File: config.mk
export PLATFORM = sky130hd
export DESIGN_NAME = remappable_pin_select_mux
export DESIGN_NICKNAME = d
export VERILOG_FILES = /design/src/hw/pin_mux_pkg.sv /design/src/hw/remappable_pin_select_mux.sv
export SDC_FILE = /design/constraint.sdc
export NUM_CORES = 1
export LEC_CHECK = 0
export BUFFER_PORTS_ARGS = -buffer_cell sky130_fd_sc_hd__buf_2
export CAP_MARGIN = 10
export CORE_MARGIN = 2
export CORE_UTILIZATION = 50
export CTS_CLUSTER_SIZE = 30
export DETAILED_ROUTE_END_ITERATION = 10
export PLACE_DENSITY = 0.78
export SYNTH_ARGS = -nofsm -noshare
export SYNTH_HDL_FRONTEND = slang
export SYNTH_SLANG_ARGS = --single-unit
File: constraint.sdc
create_clock -name core_clk -period 2.63 [get_ports core_clk]
set_input_delay 0.526 -clock core_clk [delete_from_list [all_inputs] [get_ports core_clk]]
set_output_delay 0.526 -clock core_clk [all_outputs]
set_load 0.02 [all_outputs]
File: src/hw/pin_mux_pkg.sv
/*
 * Constants, register map and carrier types for the remappable pin mux.
 * Assumes a 32-bit AXI4-Lite register bus with 16-bit registers held in
 * the low half of each aligned word.
 */
package pin_mux_pkg;

    // Width of every pin or function selector field.
    localparam int SEL_W = 6;

    // Byte offsets of the selection registers.
    localparam logic [11:0] SPI2_CLOCK_DATA_INPUT_SELECT   = 12'h000;
    localparam logic [11:0] SPI2_SLAVE_SELECT_INPUT_SELECT = 12'h004;
    localparam logic [11:0] UART4_INPUT_SELECT             = 12'h008;
    localparam logic [11:0] SPI3_CLOCK_DATA_INPUT_SELECT   = 12'h00c;
    localparam logic [11:0] SPI3_SLAVE_SELECT_INPUT_SELECT = 12'h010;
    localparam logic [11:0] PIN0_PIN1_OUTPUT_MAP           = 12'h014;
    localparam logic [11:0] PIN2_PIN3_OUTPUT_MAP           = 12'h018;
    localparam logic [11:0] PIN4_PIN5_OUTPUT_MAP           = 12'h01c;
    localparam logic [11:0] PIN6_PIN7_OUTPUT_MAP           = 12'h020;

    // Register count, index of the first output map register, and selector and pin counts.
    localparam int NUM_REGS     = 9;
    localparam int OUT_REG_BASE = 5;
    localparam int NUM_IN_SEL   = 8;
    localparam int NUM_OUT_PINS = 8;

    // Field positions inside a two-field register.
    localparam int HI_FIELD_LSB = 8;
    localparam int LO_FIELD_LSB = 0;

    // Reset values: input selectors all ones, output maps all zeros.
    localparam logic [5:0] IN_SEL_RESET  = 6'h3f;
    localparam logic [5:0] OUT_SEL_RESET = 6'h00;

    // Remappable pin whose output map is absent on the small package.
    localparam int SMALL_PKG_ABSENT_PIN = 5;

    // Register index and field half of each input selector, in the
    // order of the peripheral input struct below (1 means bits 13-8).
    localparam logic [3:0] IN_REG_IDX [NUM_IN_SEL] =
        '{4'h0, 4'h0, 4'h1, 4'h2, 4'h2, 4'h3, 4'h3, 4'h4};
    localparam logic IN_IS_HI [NUM_IN_SEL] =
        '{1'b1, 1'b0, 1'b0, 1'b1, 1'b0, 1'b1, 1'b0, 1'b0};

    // AXI4-Lite response codes.
    localparam logic [1:0] RESP_OKAY   = 2'h0;
    localparam logic [1:0] RESP_SLVERR = 2'h2;

    // Layout of a 16-bit selection register.
    typedef struct packed {
        logic [1:0] rsv_hi;
        logic [5:0] hi;
        logic [1:0] rsv_lo;
        logic [5:0] lo;
    } sel_reg_s;

    // Routed inputs toward the peripherals, msb is selector 0.
    typedef struct packed {
        logic spi2_clock_input;
        logic spi2_serial_data_input;
        logic spi2_slave_select_input;
        logic uart4_clear_to_send_input;
        logic uart4_receive_input;
        logic spi3_clock_input;
        logic spi3_serial_data_input;
        logic spi3_slave_select_input;
    } periph_in_s;

endpackage

File: src/hw/remappable_pin_select_mux.sv
/*
 * Register-controlled remapping of package pins to peripheral inputs and
 * of peripheral output functions to remappable pins 0 to 7.
 * Assumes pad inputs and peripheral outputs synchronous to core_clk, and
 * an AXI4-Lite master that keeps valid and payload stable until ready.
 * SMALL_PACKAGE is set only for the smallest package variant, where the
 * output map field of one remappable pin is absent.
 */
`timescale 1ns/100ps

module remappable_pin_select_mux #(
    parameter int NUM_PINS      = 64,
    parameter int NUM_FUNCS     = 64,
    parameter bit SMALL_PACKAGE = 1'b0
) (
    // Clock and reset.
    input  wire logic                       core_clk,
    input  wire logic                       reset,
    // AXI4-Lite write address channel.
    input  wire logic [11:0]                s_axi_awaddr,
    input  wire logic                       s_axi_awvalid,
    output logic                            s_axi_awready,
    // AXI4-Lite write data channel.
    input  wire logic [31:0]                s_axi_wdata,
    input  wire logic [3:0]                 s_axi_wstrb,
    input  wire logic                       s_axi_wvalid,
    output logic                            s_axi_wready,
    // AXI4-Lite write response channel.
    output logic [1:0]                      s_axi_bresp,
    output logic                            s_axi_bvalid,
    input  wire logic                       s_axi_bready,
    // AXI4-Lite read address channel.
    input  wire logic [11:0]                s_axi_araddr,
    input  wire logic                       s_axi_arvalid,
    output logic                            s_axi_arready,
    // AXI4-Lite read data channel.
    output logic [31:0]                     s_axi_rdata,
    output logic [1:0]                      s_axi_rresp,
    output logic                            s_axi_rvalid,
    input  wire logic                       s_axi_rready,
    // Pad side.
    input  wire logic [NUM_PINS-1:0]        remappable_pin_in,
    output logic [7:0]                      remappable_bidir_pin_out,
    output logic [7:0]                      remappable_bidir_pin_oe,
    // Peripheral side.
    input  wire logic [NUM_FUNCS-1:0]       periph_out_func,
    output pin_mux_pkg::periph_in_s         periph_in
);

    // Selector storage; one six-bit field per routed input or pin.
    // Kept as arrays so the generate loops below index them directly.
    logic [5:0]  in_sel_r  [pin_mux_pkg::NUM_IN_SEL];
    logic [5:0]  out_sel_r [pin_mux_pkg::NUM_OUT_PINS];

    // Bus handshake state. Address and data beats are held apart
    // because the master may offer them in either order.
    logic        aw_held_r;
    logic        w_held_r;
    logic [11:0] awaddr_r;
    logic [31:0] wdata_r;
    logic [3:0]  wstrb_r;
    logic        bvalid_r;
    logic [1:0]  bresp_r;
    logic        rvalid_r;
    logic [1:0]  rresp_r;
    logic [31:0] rdata_r;

    // Routed outputs, all registered so that pads and peripherals never
    // see the combinational select path.
    logic [pin_mux_pkg::NUM_IN_SEL-1:0]   route_in_r;
    logic [pin_mux_pkg::NUM_OUT_PINS-1:0] pin_out_r;
    logic [pin_mux_pkg::NUM_OUT_PINS-1:0] pin_oe_r;

    // Decode wires.
    logic        wr_fire;
    logic [3:0]  wr_idx;
    logic        wr_mapped;
    logic        wr_lo_en;
    logic        wr_hi_en;
    logic [5:0]  wr_lo_val;
    logic [5:0]  wr_hi_val;
    logic        ar_fire;
    logic [3:0]  rd_idx;
    logic        rd_mapped;
    logic [15:0] reg_view [pin_mux_pkg::NUM_REGS];
    logic [15:0] rd_word;

    // Each address and data channel is taken on its own; a held beat
    // blocks further beats until the response has been accepted.
    // Only one write and one read are under way at a time, which trades
    // throughput for a single set of held registers.
    assign s_axi_awready = !aw_held_r && !bvalid_r;
    assign s_axi_wready  = !w_held_r && !bvalid_r;
    assign s_axi_arready = !rvalid_r;
    assign s_axi_bvalid  = bvalid_r;
    assign s_axi_bresp   = bresp_r;
    assign s_axi_rvalid  = rvalid_r;
    assign s_axi_rresp   = rresp_r;
    assign s_axi_rdata   = rdata_r;

    // Write decode; the register write happens once both beats are held.
    // A misaligned or out-of-window address still completes, with an
    // error response, so a stray access cannot hang the master.
    assign wr_fire   = aw_held_r && w_held_r && !bvalid_r;
    assign wr_idx    = awaddr_r[5:2];
    assign wr_mapped = (awaddr_r[11:6] == 6'h00) &&
                       (awaddr_r[1:0] == 2'h0) &&
                       (wr_idx < 4'(pin_mux_pkg::NUM_REGS));
    assign wr_lo_en  = wr_fire && wr_mapped && wstrb_r[0];
    assign wr_hi_en  = wr_fire && wr_mapped && wstrb_r[1];
    assign wr_lo_val = wdata_r[pin_mux_pkg::LO_FIELD_LSB +: 6];
    assign wr_hi_val = wdata_r[pin_mux_pkg::HI_FIELD_LSB +: 6];

    // Read decode. The view array has fewer entries than the index can
    // name, so the mapped check must guard every lookup.
    assign ar_fire   = s_axi_arvalid && s_axi_arready;
    assign rd_idx    = s_axi_araddr[5:2];
    assign rd_mapped = (s_axi_araddr[11:6] == 6'h00) &&
                       (s_axi_araddr[1:0] == 2'h0) &&
                       (rd_idx < 4'(pin_mux_pkg::NUM_REGS));
    assign rd_word   = rd_mapped ? reg_view[rd_idx] : 16'h0000;

    // Input select register views; unimplemented bits are constant zero.
    // Writes to those bits are simply dropped by the field decode.
    assign reg_view[0] = {2'h0, in_sel_r[0], 2'h0, in_sel_r[1]};
    assign reg_view[1] = {10'h000, in_sel_r[2]};
    assign reg_view[2] = {2'h0, in_sel_r[3], 2'h0, in_sel_r[4]};
    assign reg_view[3] = {2'h0, in_sel_r[5], 2'h0, in_sel_r[6]};
    assign reg_view[4] = {10'h000, in_sel_r[7]};

    // Input selectors: each field listens to its own register and half.
    for (genvar i = 0; i < pin_mux_pkg::NUM_IN_SEL; i++) begin : g_in
        logic       hit;
        logic       lane_en;
        logic [5:0] lane_val;
        logic       pin_ok;
        logic       pin_bit;

        assign hit      = wr_idx == pin_mux_pkg::IN_REG_IDX[i];
        assign lane_en  = hit && (pin_mux_pkg::IN_IS_HI[i] ? wr_hi_en
                                                          : wr_lo_en);
        assign lane_val = pin_mux_pkg::IN_IS_HI[i] ? wr_hi_val : wr_lo_val;

        // Selectors start at all ones, so every peripheral sees pad 63, the last of the default 64 pads.
        // A field only changes when its own byte strobe is set.
        always_ff @(posedge core_clk) begin
            if (reset) begin
                in_sel_r[i] <= pin_mux_pkg::IN_SEL_RESET;
            end else if (lane_en) begin
                in_sel_r[i] <= lane_val;
            end
        end

        // Selections past the last pad read low instead of indexing out,
        // which keeps a reduced pad count from routing an unknown level.
        assign pin_ok  = int'(in_sel_r[i]) < NUM_PINS;
        assign pin_bit = pin_ok ? remappable_pin_in[in_sel_r[i]] : 1'b0;

        // One flop per routed input: the peripheral sees a new selection
        // one cycle after it is written, never a half-switched mux.
        always_ff @(posedge core_clk) begin
            if (reset) begin
                route_in_r[i] <= 1'b0;
            end else begin
                route_in_r[i] <= pin_bit;
            end
        end
    end

    // The struct msb is selector 0, so the vector maps in reverse.
    for (genvar i = 0; i < pin_mux_pkg::NUM_IN_SEL; i++) begin : g_pack
        assign periph_in[pin_mux_pkg::NUM_IN_SEL-1-i] = route_in_r[i];
    end

    // Output map registers: even pin in the low half, odd in the high.
    for (genvar p = 0; p < pin_mux_pkg::NUM_OUT_PINS; p++) begin : g_out
        localparam int REG_IDX = pin_mux_pkg::OUT_REG_BASE + p / 2;
        localparam bit ODD     = (p % 2) == 1;
        localparam bit ABSENT  = SMALL_PACKAGE &&
                                 (p == pin_mux_pkg::SMALL_PKG_ABSENT_PIN);
        logic lane_en;
        logic func_ok;
        logic func_bit;
        logic drive_en;

        assign lane_en = (wr_idx == 4'(REG_IDX)) &&
                         (ODD ? wr_hi_en : wr_lo_en);

        // An absent field never takes a write and so always reads zero.
        always_ff @(posedge core_clk) begin
            if (reset) begin
                out_sel_r[p] <= pin_mux_pkg::OUT_SEL_RESET;
            end else if (lane_en && !ABSENT) begin
                out_sel_r[p] <= ODD ? wr_hi_val : wr_lo_val;
            end
        end

        // Function 0 releases the pin; a code beyond the last function
        // also releases it rather than driving an unknown level.
        assign func_ok  = int'(out_sel_r[p]) < NUM_FUNCS;
        assign func_bit = func_ok ? periph_out_func[out_sel_r[p]] : 1'b0;
        assign drive_en = func_ok && (out_sel_r[p] != 6'h00);

        // Drive is registered so a change on another pin's selector
        // cannot glitch this one; the cost is one cycle of latency.
        always_ff @(posedge core_clk) begin
            if (reset) begin
                pin_out_r[p] <= 1'b0;
                pin_oe_r[p]  <= 1'b0;
            end else begin
                pin_out_r[p] <= func_bit;
                pin_oe_r[p]  <= drive_en;
            end
        end
    end

    // Output map register views built from pin pairs.
    for (genvar r = 0; r < pin_mux_pkg::NUM_OUT_PINS / 2; r++) begin : g_view
        assign reg_view[pin_mux_pkg::OUT_REG_BASE + r] =
            {2'h0, out_sel_r[2*r+1], 2'h0, out_sel_r[2*r]};
    end

    assign remappable_bidir_pin_out = pin_out_r;
    assign remappable_bidir_pin_oe  = pin_oe_r;

    // Write address and data capture; either may arrive first.
    // The held flag stops a second address from overwriting a beat that
    // is still waiting for its data.
    always_ff @(posedge core_clk) begin
        if (reset) begin
            aw_held_r <= 1'b0;
            awaddr_r  <= 12'h000;
        end else if (s_axi_awvalid && s_axi_awready) begin
            aw_held_r <= 1'b1;
            awaddr_r  <= s_axi_awaddr;
        end else if (wr_fire) begin
            aw_held_r <= 1'b0;
        end
    end

    // Write data capture.
    always_ff @(posedge core_clk) begin
        if (reset) begin
            w_held_r <= 1'b0;
            wdata_r  <= 32'h0000_0000;
            wstrb_r  <= 4'h0;
        end else if (s_axi_wvalid && s_axi_wready) begin
            w_held_r <= 1'b1;
            wdata_r  <= s_axi_wdata;
            wstrb_r  <= s_axi_wstrb;
        end else if (wr_fire) begin
            w_held_r <= 1'b0;
        end
    end

    // Write response; unmapped addresses get an error and change nothing.
    always_ff @(posedge core_clk) begin
        if (reset) begin
            bvalid_r <= 1'b0;
            bresp_r  <= pin_mux_pkg::RESP_OKAY;
        end else if (wr_fire) begin
            bvalid_r <= 1'b1;
            bresp_r  <= wr_mapped ? pin_mux_pkg::RESP_OKAY
                                  : pin_mux_pkg::RESP_SLVERR;
        end else if (s_axi_bready) begin
            bvalid_r <= 1'b0;
        end
    end

    // Read data; the upper half of the word always reads zero.
    // arready stays low while an answer waits, so read data never
    // changes under a pending rvalid.
    always_ff @(posedge core_clk) begin
        if (reset) begin
            rvalid_r <= 1'b0;
            rresp_r  <= pin_mux_pkg::RESP_OKAY;
            rdata_r  <= 32'h0000_0000;
        end else if (ar_fire) begin
            rvalid_r <= 1'b1;
            rresp_r  <= rd_mapped ? pin_mux_pkg::RESP_OKAY
                                  : pin_mux_pkg::RESP_SLVERR;
            rdata_r  <= {16'h0000, rd_word};
        end else if (s_axi_rready) begin
            rvalid_r <= 1'b0;
        end
    end

endmodule

Yosys cells after proc, flatten, opt, wreduce, memory -nomap -nowiden
Memories as Yosys holds them, arrays and structs flattened.
Cells that the tools add are included.
{"block": "word_totals", "romBits": 0, "out_inout_bits": 65, "wordCells": 242, "input_bits": 195, "latch_bits": 0, "reg_bits": 76, "n_memories": 2, "mem_bits_rw": 96}
{"memory": "in_sel_r", "depth": 8, "word_bits": 6, "rd": 8, "rd_ports_with_merged_regs": 0, "wr": 8, "line_no": "remappable_pin_select_mux.sv:52", "source": "logic [5:0] in_sel_r [pin_mux_pkg::NUM_IN_SEL];"}
{"memory": "out_sel_r", "depth": 8, "word_bits": 6, "rd": 8, "rd_ports_with_merged_regs": 0, "wr": 8, "line_no": "remappable_pin_select_mux.sv:53", "source": "logic [5:0] out_sel_r [pin_mux_pkg::NUM_OUT_PINS];"}
{"block": "op_classes", "n_mul": 0, "mux": 111, "n_bitwise": 17, "shift": 0, "eq_ne": 8, "reduce_logical": 51, "order_cmp": 19, "div": 0, "addsub": 0}
{"op": "6-bit by 7-bit < comparator with 1-bit output (second input constant)", "n": 16}
{"op": "1-bit binary-select mux with 6-bit select", "n": 16}
{"op": "6-bit two-way mux", "n": 16}
{"op": "1-bit two-way mux", "n": 73}
{"op": "16-bit binary-select mux with 4-bit select", "n": 1}
{"op": "16-bit two-way mux", "n": 3}
{"op": "6-bit nonzero test", "n": 8}
{"op": "1-bit logical AND", "n": 30}
{"op": "4-bit by 3-bit == test with 1-bit output (second input constant)", "n": 4}
{"op": "1-bit OR", "n": 16}
{"op": "6-bit zero test", "n": 2}
{"op": "4-bit by 2-bit == test with 1-bit output (second input constant)", "n": 2}
{"op": "4-bit < comparator (second input constant)", "n": 2}
{"op": "2-bit nonzero test", "n": 4}
{"op": "5-bit >= comparator (second input constant)", "n": 1}
{"op": "4-bit NOT with 5-bit output", "n": 1}
{"op": "4-bit by 1-bit == test with 1-bit output (second input constant)", "n": 1}
{"op": "4-bit == test (second input constant)", "n": 1}
{"op": "1-bit zero test", "n": 4}
{"op": "2-bit zero test", "n": 2}
{"op": "4-bit zero test", "n": 1}
{"op": "2-bit two-way mux", "n": 2}

Longest topological paths before layout
Gate-level depths: netlist of run 1.
{"block": "logic_depth", "depth_word": 10, "depth_mapped": 8}

Worst setup path after synthesis of run 1
Ideal clock, no wire load.
{"block": "synth_path", "path_type": "flip-flop to flip-flop", "from": "memory in_sel_r[2][0] (netlist: in_sel_r[0][12])", "to": "register route_in_r, in the netlist periph_in[5]", "stages_incl_launch_ff": 7, "path_buffers": 2, "required_time_ns": 2.513, "t_arrival_ns": 2.312, "path_slack_ns": 0.201, "setup_time_ns": 0.117, "path_cell_list": "edfxtp_1 > buf_2 > buf_2 > mux4_2 > mux4_2 > mux2_2 > a32o_1"}
{"item": "start, declared", "line_no": "remappable_pin_select_mux.sv:52"}
{"item": "end signal, assigned by index", "line_no": "remappable_pin_select_mux.sv:165", "source": "route_in_r[i] <= pin_bit;"}
{"item": "end, declared", "line_no": "remappable_pin_select_mux.sv:70", "source": "logic [pin_mux_pkg::NUM_IN_SEL-1:0] route_in_r;"}

==> reports/qor.txt, run 1 <==
Yosys top cell by area = mux4_2
row count = 63
Synth async-reset ratio = 0%
Setup CP Type = flop to flop
clock skew = 0.01526 ns
TNS Setup = 0 ns
clock sinks = 164
first-pass GRT wire length = 76600 um
Ys Warns = 0
post-synthesis compound-gate area fraction = 7.928%
Clock transition at path regs = 0.07 ns
Slew HR = 37.79%
total grt overflow = 0
antenna diode count = 0
Fill cells = 2353
Routed WL per cell = 28.42 um
cell area after synthesis = 0.01523 mm^2
slew of the pin with the lowest slew margin = 0.9331 ns
critical path required time = 2.81 ns
die height = 178.5 um
Synth Area in Simple Gates = 11.64%
drt pass-1 iters = 7
cts bufs inserted = 17
Reg area = 0.004244 mm^2
Port Buf Inserts = 215
synthesis-to-finish area growth = 15.28%
final worst-path cycle share = 97.32%
synth unique cells = 59
critical path endpoint category = flop
GPL Wtd Cong = 0.9660
CTS tree = built
largest net degree at the start of global routing = 43
Starting Density = 51.11%
peak supply drop = 427.1 uV
root buf cell = clkbuf_16
share of cells above drive strength 1 = 45.75%
fin util = 58.92%
Pleak = 6.440 nW
drt drc = 0
Mapped Cells = 1201
Hold Violations, Final = 0
Layout Cells excl Fill = 1802
IO Count = 260
number of enable flip-flop cells after synthesis = 96
deepest clock path buffer count = 2
routed length on met3 = 7911 um
Post-DP HPWL = 37150 um
post-synthesis sequential area ratio = 27.87%
vias per std cell = 7.323
vias in the first global route = 12681
DRT Wirelength = 51220 um
uppermost routed layer = met4
via count = 13196
die footprint = 0.03187 mm^2
top cell type's share of synthesized area = 41.26%
maxcap violations = 0
multiplexer share of the synthesized area = 48.13%
RSZ-0062 raised after global routing = true
CTS Hold Buffers Added = 0
status = complete, no violations
CP Max Fanout = 6
XOR/XNOR Fraction of Synth Area = 0%
# setup viols final = 0
max frequency = 390.7 MHz
most frequent cell after synthesis = mux4_2
dpl cells = 1761
flops & latches, synth = 164
HP Class = input pin to flop
Synth top cells by count = 279 x mux4_2, 96 x edfxtp_1, 94 x nand2_1, 73 x mux2i_1, 68 x dfxtp_1
Startpoint Class = flop
Initial DRC Count = 2143
DRT met1 WL = 17670 um
largest family of logic cells by synthesized area = multiplexers
Area contributors post-synth = mux4_2 41%, edfxtp_1 19%, dfxtp_1 8.9%
top_reg_cell synth = edfxtp_1
multi-input logic area = 0.01042 mm^2
Final ANT Viol Nets = 0
H-Tree Depth = 4
initial antenna violation count = 0
die width = 178.5 um
final slew viol count = 0
Worst-Skew Late Latency = 0.44 ns
nets = 1594
Total GRT Usage = 32.52%
Post-Synth Adder-Cell Area = 0%
Final Critical Period = 2.559 ns
Pwr Density = 396.5 mW/mm^2
met2 wire len = 22940 um
Core ar. = 0.02980 mm^2
syn avg cell area = 12.68 um^2
Arr. time, crit path = 2.74 ns
## path summary, 6_finish.rpt
check             cells after the start              end  slack, ns          from
setup reg to reg                      5  in_sel_r[0][21]       0.07  awaddr_r[11]
hold / removal                        2     s_axi_rvalid       0.27  s_axi_rready
setup / recovery                      5  in_sel_r[0][21]       0.07  awaddr_r[11]
hold reg to reg                       2     awaddr_r[11]       0.45  awaddr_r[11]
## final cells by class
class	count	area share [%]
Sequential cell	164	24.17
Clock buffer	21	2.744
Multi-Input combinational cell	912	59.37
Clock inverter	11	0.5060
Timing Repair Buffer	287	10.06
Inverter	17	0.3635
Tap cell	390	2.779
## cell families after synthesis
group | Yosys count
simple gates | 330
buf+inv | 146
other cells | 1
compound gates | 180
flops | 164
mux | 380
## power by group
group	internal [mW]	total, mW	switching [mW]
Sequential	2.79	2.95	0.155
Clock	1.34	2.46	1.13
Combinational	0.766	1.55	0.785
## flip-flops by register name, summed over array words and instances, names as in the netlist
name,cells
wstrb_r,2
wdata_r,12
remappable_bidir_pin_out,8
s_axi_bresp,1
aw_held_r,1
in_sel_r,48
s_axi_rresp,1
remappable_bidir_pin_oe,8
s_axi_rdata,12
s_axi_bvalid,1
out_sel_r,48
periph_in,8
awaddr_r,12
w_held_r,1
s_axi_rvalid,1
## layout by cell type (no fill, tap or decap), types with 20 or more instances in the layout
cell type,Yosys,final
a21oi_1,59,59
buf_2,33,215
o21ai_0,20,20
buf_4,22,60
nor2_1,31,31
mux4_2,279,279
or2_1,42,42
mux2_2,28,28
edfxtp_1,96,96
dfxtp_1,68,68
and2_1,53,53
conb_1,1,22
nand2_1,94,94
mux2i_1,73,73
## layer usage
layer  vias up  track usage (%)
met2      1225            48.70
met1      6452            42.56
met5         -                0
li1       5322                -
met4         0            15.11
met3       197            11.49
## critical path, cell delays in order, from the launching register on
cell and delay, ns:
dfxtp_1 0.31, or4_1 0.61, or4_1 0.52, nor3b_2 0.41, nand2_1 0.19, or2_1 0.27
## metrics by stage
| step | hold WS, ns | instance area, um^2 | power [mW] | worst slack [ns] |
|---|---|---|---|---|
| 2_1_floorplan | 0.4308 | 15310 | 3.899 | 0.2010 |
| 3_3_place_gp | 0.4385 | 16870 | 4.447 | 0.09416 |
| 3_5_place_dp | 0.4430 | 16870 | 4.491 | -0.05354 |
| 4_1_cts | 0.2661 | 17460 | 6.909 | 0.005343 |
| 5_1_grt | 0.2853 | 17560 | 7.140 | -0.004622 |
| 6_report | 0.2741 | 17560 | 6.962 | 0.07060 |
## timing repair
action | in CTS | in global routing
pin swaps | 0 | 1
buffers inserted | 0 | 9
resized for setup | 2 | 4
endpoints found under the setup margin | 6 | 45
cloned | 0 | 0
(Power assumes the default switching activity.)
==> run 2, diff against run 1 <==
--- a/config.mk
+++ b/config.mk
@@ -8,10 +8,10 @@
 export BUFFER_PORTS_ARGS = -buffer_cell sky130_fd_sc_hd__buf_2
 export CAP_MARGIN = 10
 export CORE_MARGIN = 2
-export CORE_UTILIZATION = 50
+export CORE_UTILIZATION = 45
 export CTS_CLUSTER_SIZE = 30
 export DETAILED_ROUTE_END_ITERATION = 10
-export PLACE_DENSITY = 0.78
+export PLACE_DENSITY = 0.72
 export SYNTH_ARGS = -nofsm -noshare
 export SYNTH_HDL_FRONTEND = slang
 export SYNTH_SLANG_ARGS = --single-unit
==> reports/qor.txt, run 2 (synthesized netlist as in run 1, its figures left out) <==
GPL Wtd Cong = 0.9936
HP Class = input pin to flop
Final ANT Viol Nets = 0
Pleak = 6.465 nW
Hold EP = s_axi_rvalid
status = complete, no violations
Worst Hold Launch = s_axi_rready
cts bufs inserted = 17
slew of the pin with the lowest slew margin = 0.9711 ns
Crit path buffers/inverters = 1
clock skew = 0.01390 ns
Initial DRC Count = 1958
drt pass-1 iters = 6
peak supply drop = 494.8 uV
critical path required time = 2.80 ns
final worst-path cycle share = 94.93%
Arr. time, crit path = 2.67 ns
TNS Setup = 0 ns
Pwr Density = 394.7 mW/mm^2
Post-DP HPWL = 38920 um
drt drc = 0
CP Max Fanout = 8
antenna diode count = 0
Hold Violations, Final = 0
vias in the first global route = 12526
flop2flop setup slack = 0.13 ns
clock sinks = 164
Worst R2R Path Depth = 6
RSZ-0062 raised after global routing = false
Setup CP Type = flop to flop
R2R Path End = in_sel_r[0][12]
Worst-Skew Late Latency = 0.44 ns
Routed WL per cell = 28.33 um
hold depth = 2
root buf cell = clkbuf_16
IO Count = 260
Reg area = 0.004244 mm^2
max frequency = 400.5 MHz
Worst path slowest cell = or4_1
die width = 188.0 um
critical path endpoint category = flop
initial antenna violation count = 1
crit-path max cell delay = 0.57 ns
die height = 188.0 um
Port Buf Inserts = 215
Clock transition at path regs = 0.07 ns
Starting Density = 45.53%
Core ar. = 0.03345 mm^2
top flop regs = in_sel_r: 48 flops, out_sel_r: 48 flops
vias per std cell = 7.028
Crit path max-delay family = simple AND/OR/NAND/NOR gates
H-Tree Depth = 4
Final Critical Period = 2.497 ns
synthesis-to-finish area growth = 15.90%
via count = 13108
first-pass GRT wire length = 79150 um
final slew viol count = 0
Setup WS pre-CTS = 0.01850 ns
CTS tree = built
Slew HR = 35.26%
deepest clock path buffer count = 2
Fill cells = 2814
Fin Hold WS = 0.2805 ns
Layout Cells excl Fill = 1865
largest net degree at the start of global routing = 34
share of cells above drive strength 1 = 45.94%
total grt overflow = 0
most common cell after layout, fill and taps aside = mux4_2
# setup viols final = 0
maxcap violations = 0
dpl cells = 1831
nets = 1599
Critical Path, Cell by Cell = or4_1 > or4_4 > nor3b_4 > buf_4 > nand3_1 > or2_1
final setup margin = 0.1334 ns
FF-to-FF Start = awaddr_r[1]
row count = 67
Total GRT Usage = 29.94%
DRT Wirelength = 52840 um
die footprint = 0.03533 mm^2
multi-input logic area = 0.01042 mm^2
most frequent cells in the layout = 279 x mux4_2, 215 x buf_2, 96 x edfxtp_1
Startpoint Class = flop
-- run 2: cell types whose count changed in the layout (fill, tap and decap cells not counted), moves of 2 or more --
cell / change
buf_4: +7
buf_12: -2
nand3_1: +2
nand3_2: -2
-- run 2: how the worst max path moves through the flow --
stage | slack (ns) | depth (start not counted) | startpoint | endpoint
after detailed placement | 0.02 | 5 | awaddr_r[1] | in_sel_r[0][12]
after CTS | 0.008 | 6 | awaddr_r[1] | out_sel_r[1][4]
final | 0.13 | 6 | awaddr_r[1] | in_sel_r[0][12]
after floorplan | 0.20 | 6 | in_sel_r[0][12] | periph_in[5]
after global placement | 0.08 | 5 | awaddr_r[1] | in_sel_r[0][12]
after global routing | 0.001 | 6 | awaddr_r[1] | out_sel_r[0][15]
-- run 2: metrics by stage --
stage	power [mW]	cell area, um^2	util (%)
floorplan	3.899	15310	-
global placement	4.483	17010	50.86
detailed placement	4.519	17010	50.86
CTS	6.960	17590	52.59
global route	7.207	17650	52.77
finish	6.967	17650	52.77
-- run 2: report_power, final --
group | internal (mW) | leakage [nW] | total [mW] | switching (mW)
logic | 0.771 | 4.79 | 1.56 | 0.793
registers | 2.79 | 1.38 | 2.96 | 0.164
clock network | 1.32 | 0.290 | 2.45 | 1.13
-- run 2: area by class of cell --
type | count | share of cell area [%]
clock inverter | 13 | 0.6522
clock buffer | 19 | 2.630
sequential | 164 | 24.04
multi-input combinational | 912 | 59.06
inverter | 17 | 0.3615
tap | 448 | 3.176
timing repair buffer | 292 | 10.08
-- run 2: timing repair --
item / in CTS / in global routing
gates resized for setup: 0 / 6
hold buffers: 0 / 0
setup endpoints to repair: 1 / 77
pin swaps: 1 / 1
gates cloned: 0 / 0
setup buffers: 0 / 2
-- run 2: routing by layer --
metal | part of all wire, % | GRT usage, %
met1 | 36 | 40.40
met2 | 45 | 45.10
met3 | 14 | 9.863
met4 | 4.0 | 11.45
met5 | 0.026 | 0
